## config.mk

```make
export PLATFORM = sky130hd
export DESIGN_NAME = rcc_chop_ctrl
export DESIGN_NICKNAME = d
export VERILOG_FILES = /design/src/inc/rcc_pkg.sv /design/src/rcc_chop_ctrl.sv /design/src/rcc_mux_timer.sv
export SDC_FILE = /design/constraint.sdc
export NUM_CORES = 2
export LEC_CHECK = 0
export BUFFER_PORTS_ARGS = -buffer_cell sky130_fd_sc_hd__buf_4
export CORE_MARGIN = 8
export CORE_UTILIZATION = 60
export CTS_CLUSTER_DIAMETER = 80
export DETAILED_ROUTE_END_ITERATION = 10
export PLACE_DENSITY = 0.77
export SLEW_MARGIN = 15
export SYNTH_ARGS = -nofsm -noshare
export SYNTH_HDL_FRONTEND = slang
export SYNTH_SLANG_ARGS = --single-unit
export TNS_END_PERCENT = 30
```

## constraint.sdc

```tcl
create_clock -name SYS_CLK -period 47.6 [get_ports SYS_CLK]
set_input_delay 0 -clock SYS_CLK [delete_from_list [all_inputs] [get_ports SYS_CLK]]
set_output_delay 0 -clock SYS_CLK [all_outputs]
set_load 0.01 [all_outputs]
```

## src/inc/rcc_pkg.sv

```systemverilog
package rcc_pkg;

  // ****************************************************************
  // Register indices; the byte address is four times the index.
  // ****************************************************************
  localparam logic [13:0] IDX_GAIN_ADJUST = 14'h002e;
  localparam logic [13:0] IDX_TEMP_SOURCE = 14'h0038;
  localparam logic [13:0] IDX_FUSE_SELECT = 14'h20fd;
  localparam logic [13:0] IDX_FUSE_READBACK = 14'h20ff;
  localparam logic [13:0] IDX_CONTROL = 14'h2000;
  localparam logic [13:0] IDX_STATUS = 14'h2001;
  localparam logic [13:0] IDX_LINEAR_COEFF = 14'h0030;
  localparam logic [13:0] IDX_QUAD_COEFF = 14'h0031;
  localparam logic [13:0] IDX_TEMP_REF = 14'h0032;
  localparam logic [13:0] IDX_TEMP_READING = 14'h0033;

  // ****************************************************************
  // Field positions and reset values.
  // ****************************************************************
  localparam int CTL_CHOP_LSB = 0;
  localparam int CTL_ALT_REQ = 2;
  localparam logic [1:0] CHOP_RESET = 2'h3;
  localparam logic [31:0] SOURCE_RESET = 32'h0000_0000;
  localparam logic [31:0] SOURCE_INTERNAL = 32'h0000_0000;
  localparam logic [31:0] SOURCE_EXTERNAL = 32'h0000_000f;
  localparam logic [7:0] FUSE_IDX_COARSE = 8'h04;
  localparam logic [7:0] FUSE_IDX_BG_A = 8'h05;
  localparam logic [7:0] FUSE_IDX_BG_B = 8'h06;

  // ****************************************************************
  // Chop select codes.
  // ****************************************************************
  typedef enum logic [1:0] {
    RCC_CHOP_AUTO0 = 2'b00,
    RCC_CHOP_POS = 2'b01,
    RCC_CHOP_REV = 2'b10,
    RCC_CHOP_AUTO1 = 2'b11
  } rcc_chop_e;

  // ****************************************************************
  // Timing counts; ACC_CYCLES is in multiplexer cycles, the others in system clocks.
  // ****************************************************************
  localparam logic [7:0] MUX_CYCLE_CLKS = 8'h40;
  localparam logic [7:0] COMPUTE_CLKS = 8'h20;
  localparam logic [7:0] ACC_CYCLES = 8'h08;

endpackage

```

## src/rcc_chop_ctrl.sv

```systemverilog
`timescale 1ns/100ps
// Functional notes
// - 00/11 toggle chop; 01 positive; 10 reversed.
// - Chop high swaps reference amplifier inputs.
// - Alternate-mux request inserts one alternate cycle.
// - Automatic chop runs alternate cycle positive.
// - Source 0: engine computes gain from coefficients.
// - Source 15: host supplies gain word.
// - Fuse index 4/5/6 selects readback value.
// - Select written mid-cycle applies next cycle.
// - Interrupts fire on busy falling edges.
module rcc_chop_ctrl
  import rcc_pkg::*;
(
  // Clock and reset.
  input wire logic SYS_CLK,
  input wire logic RST_N,
  // APB slave.
  input wire logic [15:0] PADDR,
  input wire logic PSEL,
  input wire logic PENABLE,
  input wire logic PWRITE,
  input wire logic [31:0] PWDATA,
  output logic [31:0] PRDATA,
  output logic PREADY,
  output logic PSLVERR,
  // Converter side.
  input wire logic [15:0] TEMP_SAMPLE,
  input wire logic [18:0] FUSE_BITS,
  output logic REF_CHOP,
  output logic ALT_CYCLE,
  output logic [31:0] GAIN_ADJUST,
  // Interrupt pulses to the host processor.
  output logic COMPUTE_IRQ,
  output logic ACCUM_IRQ
);

  logic bnd;
  logic compute_busy;
  logic [1:0] chop_select;
  logic alt_req;
  logic [1:0] chop_q;
  logic alt_pend;
  logic [31:0] temp_source;
  logic [7:0] fuse_select;
  logic [15:0] linear_temp_coeff;
  logic [15:0] quadratic_temp_coeff;
  logic [15:0] temp_ref;
  logic [15:0] temp_reading;
  logic [18:0] fuse_meta;
  logic [18:0] fuse_sync;
  logic [7:0] acc_count;
  logic accum_busy;
  logic compute_busy_q;
  logic accum_busy_q;
  logic wr_en;
  logic rd_hit;
  logic [31:0] rd_data;
  logic [7:0] fuse_value;
  logic take_alt;

  function automatic logic [15:0] byte_addr(input logic [13:0] idx);
    byte_addr = {idx, 2'b00};
  endfunction

  function automatic logic is_auto(input logic [1:0] code);
    is_auto = (code == RCC_CHOP_AUTO0) || (code == RCC_CHOP_AUTO1);
  endfunction

  // The squared term is scaled harder than the linear one, so a large
  // quadratic coefficient cannot swamp the gain word near the reference.
  function automatic logic [31:0] gain_calc(input logic [15:0] t, input logic [15:0] r,
                                            input logic [15:0] lin, input logic [15:0] quad);
    logic signed [16:0] delta;
    logic signed [33:0] lin_term;
    logic signed [50:0] quad_term;
    delta = $signed({t[15], t}) - $signed({r[15], r});
    lin_term = 34'($signed(lin) * delta);
    quad_term = 51'($signed(quad) * delta * delta);
    gain_calc = 32'(lin_term >>> 8) + 32'(quad_term >>> 16);
  endfunction

  rcc_mux_timer u_timer (
    .clk(SYS_CLK),
    .rst_n(RST_N),
    .boundary(bnd),
    .compute_busy(compute_busy)
  );

  // ****************************************************************
  // APB access.
  // ****************************************************************
  assign wr_en = PSEL && PENABLE && PREADY && PWRITE;
  assign take_alt = bnd && alt_req;

  always_comb
  begin
    rd_hit = 1'b1;
    rd_data = 32'h0000_0000;
    case (PADDR)
      byte_addr(IDX_GAIN_ADJUST): rd_data = GAIN_ADJUST;
      byte_addr(IDX_TEMP_SOURCE): rd_data = temp_source;
      byte_addr(IDX_FUSE_SELECT): rd_data = {24'h000000, fuse_select};
      byte_addr(IDX_FUSE_READBACK): rd_data = {24'h000000, fuse_value};
      byte_addr(IDX_CONTROL): rd_data = {29'h0, alt_req, chop_select};
      byte_addr(IDX_STATUS): rd_data = {21'h0, acc_count, alt_pend, ALT_CYCLE, REF_CHOP};
      byte_addr(IDX_LINEAR_COEFF): rd_data = {16'h0000, linear_temp_coeff};
      byte_addr(IDX_QUAD_COEFF): rd_data = {16'h0000, quadratic_temp_coeff};
      byte_addr(IDX_TEMP_REF): rd_data = {16'h0000, temp_ref};
      byte_addr(IDX_TEMP_READING): rd_data = {16'h0000, temp_reading};
      default: rd_hit = 1'b0;
    endcase
  end

  always_comb
  begin
    case (fuse_select)
      FUSE_IDX_COARSE: fuse_value = {5'h00, fuse_sync[18:16]};
      FUSE_IDX_BG_A: fuse_value = fuse_sync[7:0];
      FUSE_IDX_BG_B: fuse_value = fuse_sync[15:8];
      default: fuse_value = 8'h00;
    endcase
  end

  // One wait state keeps every APB output a plain flip-flop.
  always_ff @(posedge SYS_CLK or negedge RST_N)
  begin
    if (!RST_N)
    begin
      PREADY <= 1'b0;
      PRDATA <= 32'h0000_0000;
      PSLVERR <= 1'b0;
    end
    else
    begin
      PREADY <= PSEL && PENABLE && !PREADY;
      PSLVERR <= PSEL && PENABLE && !PREADY && !rd_hit;
      PRDATA <= (PSEL && PENABLE && !PREADY && !PWRITE) ? rd_data : 32'h0000_0000;
    end
  end

  // ****************************************************************
  // Software registers.
  // ****************************************************************
  always_ff @(posedge SYS_CLK or negedge RST_N)
  begin
    if (!RST_N)
    begin
      chop_select <= CHOP_RESET;
      temp_source <= SOURCE_RESET;
      fuse_select <= 8'h00;
      linear_temp_coeff <= 16'h0000;
      quadratic_temp_coeff <= 16'h0000;
      temp_ref <= 16'h0000;
    end
    else if (wr_en)
    begin
      case (PADDR)
        byte_addr(IDX_CONTROL): chop_select <= PWDATA[CTL_CHOP_LSB +: 2];
        byte_addr(IDX_TEMP_SOURCE): temp_source <= PWDATA;
        byte_addr(IDX_FUSE_SELECT): fuse_select <= PWDATA[7:0];
        byte_addr(IDX_LINEAR_COEFF): linear_temp_coeff <= PWDATA[15:0];
        byte_addr(IDX_QUAD_COEFF): quadratic_temp_coeff <= PWDATA[15:0];
        byte_addr(IDX_TEMP_REF): temp_ref <= PWDATA[15:0];
        default: ;
      endcase
    end
  end

  // A request written in the boundary cycle is kept: the set wins.
  always_ff @(posedge SYS_CLK or negedge RST_N)
  begin
    if (!RST_N)
      alt_req <= 1'b0;
    else if (wr_en && PADDR == byte_addr(IDX_CONTROL) && PWDATA[CTL_ALT_REQ])
      alt_req <= 1'b1;
    else if (take_alt)
      alt_req <= 1'b0;
  end

  // ****************************************************************
  // Chop polarity and alternate cycle sequencing.
  // ****************************************************************
  always_ff @(posedge SYS_CLK or negedge RST_N)
  begin
    if (!RST_N)
    begin
      chop_q <= CHOP_RESET;
      alt_pend <= 1'b0;
      ALT_CYCLE <= 1'b0;
      REF_CHOP <= 1'b0;
    end
    else if (bnd)
    begin
      chop_q <= chop_select;
      alt_pend <= alt_req;
      ALT_CYCLE <= alt_req;
      case (chop_select)
        RCC_CHOP_POS: REF_CHOP <= 1'b0;
        RCC_CHOP_REV: REF_CHOP <= 1'b1;
        default: REF_CHOP <= alt_req ? 1'b0 : !REF_CHOP;
      endcase
    end
  end

  // ****************************************************************
  // Temperature reading and gain adjust word.
  // ****************************************************************
  always_ff @(posedge SYS_CLK or negedge RST_N)
  begin
    if (!RST_N)
    begin
      temp_reading <= 16'h0000;
      GAIN_ADJUST <= 32'h0000_0000;
    end
    else
    begin
      if (bnd && ALT_CYCLE)
        temp_reading <= TEMP_SAMPLE;
      if (bnd && ALT_CYCLE && temp_source == SOURCE_INTERNAL)
        GAIN_ADJUST <= gain_calc(TEMP_SAMPLE, temp_ref, linear_temp_coeff,
                                 quadratic_temp_coeff);
      else if (wr_en && PADDR == byte_addr(IDX_GAIN_ADJUST))
        GAIN_ADJUST <= PWDATA;
    end
  end

  always_ff @(posedge SYS_CLK or negedge RST_N)
  begin
    if (!RST_N)
    begin
      fuse_meta <= 19'h00000;
      fuse_sync <= 19'h00000;
    end
    else
    begin
      fuse_meta <= FUSE_BITS;
      fuse_sync <= fuse_meta;
    end
  end

  // ****************************************************************
  // Accumulation and interrupt pulses.
  // ****************************************************************
  always_ff @(posedge SYS_CLK or negedge RST_N)
  begin
    if (!RST_N)
    begin
      acc_count <= 8'h00;
      accum_busy <= 1'b0;
    end
    else
    begin
      if (bnd && !alt_req)
        acc_count <= (acc_count == ACC_CYCLES - 8'h01) ? 8'h00 : acc_count + 8'h01;
      if (bnd && !alt_req && acc_count == ACC_CYCLES - 8'h01)
        accum_busy <= 1'b1;
      else if (!compute_busy)
        accum_busy <= 1'b0;
    end
  end

  always_ff @(posedge SYS_CLK or negedge RST_N)
  begin
    if (!RST_N)
    begin
      compute_busy_q <= 1'b0;
      accum_busy_q <= 1'b0;
      COMPUTE_IRQ <= 1'b0;
      ACCUM_IRQ <= 1'b0;
    end
    else
    begin
      compute_busy_q <= compute_busy;
      accum_busy_q <= accum_busy;
      COMPUTE_IRQ <= compute_busy_q && !compute_busy;
      ACCUM_IRQ <= accum_busy_q && !accum_busy;
    end
  end
endmodule

```

## src/rcc_mux_timer.sv

```systemverilog
`timescale 1ns/100ps
module rcc_mux_timer
  import rcc_pkg::*;
(
  // Clock and reset.
  input wire logic clk,
  input wire logic rst_n,
  // Cycle timing.
  output logic boundary,
  output logic compute_busy
);

  logic [7:0] count;

  // ****************************************************************
  // Free running multiplexer cycle counter.
  // ****************************************************************
  always_ff @(posedge clk or negedge rst_n)
  begin
    if (!rst_n)
      count <= 8'h00;
    else if (count == MUX_CYCLE_CLKS - 8'h01)
      count <= 8'h00;
    else
      count <= count + 8'h01;
  end

  always_comb
  begin
    boundary = (count == MUX_CYCLE_CLKS - 8'h01);
    compute_busy = (count < COMPUTE_CLKS);
  end

endmodule
```

==> impl_metrics.tcl <==
set metrics [dict create \
    outcome "finished, final reports clean" \
    synthMuxAreaShare_pct 2.96 \
    grt_overflow_total 0 \
    dr.pass1.iters 9 \
    ys_top_cells_by_area "fa_1, dfrtp_1, inv_1" \
    port_buffers 157 \
    synth-seq-cells 234 \
    drc 0 \
    synth_compound_area_share_pct 5.82 \
    critPathArrivalTime_ns 19.65 \
    htree_levels 1 \
    crit_family "adder cells" \
    dpl.hpwl_um 105000 \
    synth-simple-area-share_pct 14.1 \
    clk_pin_slew_worst_paths_ns 0.07 \
    dp_slack_ns 28.58 \
    detailedRoute.firstIterationViolations 3103 \
    synthesis.nets 6910 \
    final_layout_size_suffix_gt1_share_pct 7.55 \
    cts_made_buffers 20 \
    maxCapViolations 0 \
    seq_area_frac_synth_pct 11.7 \
    std_cell_rows 106 \
    grt_use_met1_pct 39.1 \
    synthesis.area_um2 49900 \
    min_path_type "input port to register" \
    fill_cells 6608 \
    finalSetupTns_ns 0 \
    synth_top_area_share_pct 42.7 \
    postRouteAntennaNets 0 \
    clkLatencyLatePin_ns 0.53 \
    start_util_pct 60.2 \
    die_area_um2 92700 \
    grt_antenna_before_repair 3 \
    synth_edf_count 0 \
    routed_wl_um 137000 \
    fin_crit_ns 19.21 \
    num_vias 37922 \
    ios 158 \
    end_kind "register" \
    max_slew_margin_pct 19.6 \
    die_w_um 305 \
    grt_pass1_vias 41746 \
    synth_top_family_by_area "adder cells" \
    setup_viol_count_final 0 \
    gp_congestion 0.961 \
    track_usage_pct 30.4 \
    crit_required_ns 48.04 \
    core_area_um2 83000 \
    worstPathMaxFanout 46 \
    grt.busiest_layer "met2" \
    use_met3_pct 6.10 \
    r2r_slack_ns 28.39 \
    wl_per_cell_um 20.7 \
    async_reset_ff_share_pct 100 \
    synth_ff_type "dfrtp_1" \
    period_share_pct 40.4 \
    synthAdderAreaFrac_pct 50.9 \
    max_freq_mhz 52.0 \
    yosysTopAreaCell "fa_1" \
    met2_usage_pct 49.2 \
    clock_path_buffers 3 \
    synth_area_per_cell_um2 9.20 \
    synth_xor_area_share_pct 3.39 \
    die_y_um 305 \
    cts_sinks 234 \
    cp_common_cell "fa_1" \
    synthDistinctLibCells 67 \
    grt_pass1_wl_um 224000 \
    drv_slew 0 \
    synth_warnings 0 \
    nNetsFinal 7005 \
    crit_buf_inv 11 \
    tritoncts "built" \
    worst_slack_ns 28.39 \
    start_kind "register" \
    syn_inst 5431 \
    root_buffer "clkbuf_16" \
    fin_skew_ns 0.0188 \
    area_growth_pct 7.92 \
    worst_pin_slew_ns 1.20 \
    grt_max_degree 112 \
    path_class "register to register" \
    hold_violations 0 \
    rsz0062_at_grt "no" \
    vias_per_cell 5.73 \
    cp_slowest_stage_delay_ns 0.79 \
    slowest_stage "a2111oi_0" \
]
==> synthesized netlist by cell type (7+ instances only) <==
master and number:
clkbuf_1 204, nor2b_1 84, xor2_1 63, o21ai_0 117
mux2_2 103, and2_1 222, o21a_1 33, nand3b_1 8
a211oi_1 9, fa_1 1065, dfrtp_1 232, a22oi_1 41
nand3_1 34, ha_1 326, nor2_1 377, nand2b_1 53
a21oi_1 95, inv_1 1254, mux2i_1 32, a21o_1 39
nor4_1 14, o211ai_1 8, or3_1 7, a222oi_1 18
nand4_1 14, o21bai_1 9, nor3_1 39, xnor2_1 128
a31oi_1 16, nand2_1 671, o31ai_1 7, and3_1 11
buf_1 22
==> routing by layer <==
metal / up-vias / share of wire [%]
li1: 16388 / -
met1: 19163 / 37
met2: 1915 / 47
met3: 452 / 10
met4: 4 / 6.2
met5: - / 0.024
==> path summary, 6_finish.rpt <==
kind	end	cells past startpoint	from
setup / recovery	GAIN_ADJUST[31]	66	temp_ref[2]
hold reg to reg	fuse_sync[4]	0	fuse_meta[4]
setup reg to reg	GAIN_ADJUST[31]	66	temp_ref[2]
max in group asynchronous	u_timer.count[5]	4	RST_N
hold / removal	PSLVERR	4	PADDR[0]
min in group asynchronous	PRDATA[28]	2	RST_N
==> kinds of logic (layout without fill, tap and decap cells) <==
logic type               after synthesis  count (layout)
AO/OA/AOI/OAI                        445             445
XOR/XNOR                             192             192
adder cells (fa/ha/maj)             1392            1392
buffers and inverters               1480            1587
flip-flops                           234             234
multiplexers                         135             135
other                                  0               3
AND/OR/NAND/NOR                     1553            1553
==> state kept, by name, indices dropped and copies added (netlist names) <==
name / cells
fuse_sync: 19
accum_busy_q: 1
PREADY: 1
compute_busy_q: 1
PRDATA: 32
temp_reading: 16
fuse_meta: 19
temp_source: 32
REF_CHOP: 1
quadratic_temp_coeff: 16
alt_pend: 1
chop_select: 2
accum_busy: 1
alt_req: 1
temp_ref: 16
acc_count: 8
u_timer.count: 8
fuse_select: 8
linear_temp_coeff: 16
GAIN_ADJUST: 32
PSLVERR: 1
ACCUM_IRQ: 1
COMPUTE_IRQ: 1
==> repair_timing <==
action	4_1_cts	5_1_grt
gates resized for setup	0	0
endpoints found under the hold margin	268	0
setup buffers	0	0
hold buffers	71	0
==> worst register-to-register path: cells and delay by family (launching register included) <==
| family | cells | cell delay (ns) |
|---|---|---|
| AOI/OAI and AO/OA | 23 | 6.85 |
| xor gates and xnor gates | 4 | 1.01 |
| adders and majority gates | 16 | 7.56 |
| buffers and inverters | 11 | 1.22 |
| DFF | 1 | 0.34 |
| and+or+nand+nor | 12 | 2.13 |
==> layout by cell type (no fill, tap or decap), drive strengths merged, types with 97 or more instances in the layout <==
cell	count
buf	228
a21oi	97
fa	1065
mux2	103
dfrtp	232
o21ai	120
inv	1254
xnor2	128
ha	326
nand2	671
and2	222
nor2	377
==> area by class of cell <==
class | instances | area, um^2 | area share, %
diodes | 3 | 7.51 | 0.0139
clock buffers | 31 | 643 | 1.19
clock inverters | 3 | 18.8 | 0.0348
inverters | 1254 | 4710 | 8.73
multi-input cells | 3717 | 38900 | 72.1
flip-flops and latches | 234 | 5860 | 10.9
well taps | 1080 | 1350 | 2.51
repair buffers | 299 | 2430 | 4.51
==> stage by stage <==
stage	instance area (um^2)	hold WS, ns	utilization [%]	instances
6_report	53900	0.0280	64.9	6621
5_1_grt	53900	0.0351	64.9	6619
4_1_cts	53900	0.00216	64.9	6618
3_5_place_dp	52500	0.110	63.2	6513
3_3_place_gp	52500	0.110	63.2	6513
2_1_floorplan	49900	-0.296	-	5431
Power is not shown: default switching activity piles up to over one toggle a cycle in this logic, so the estimate is an artifact.
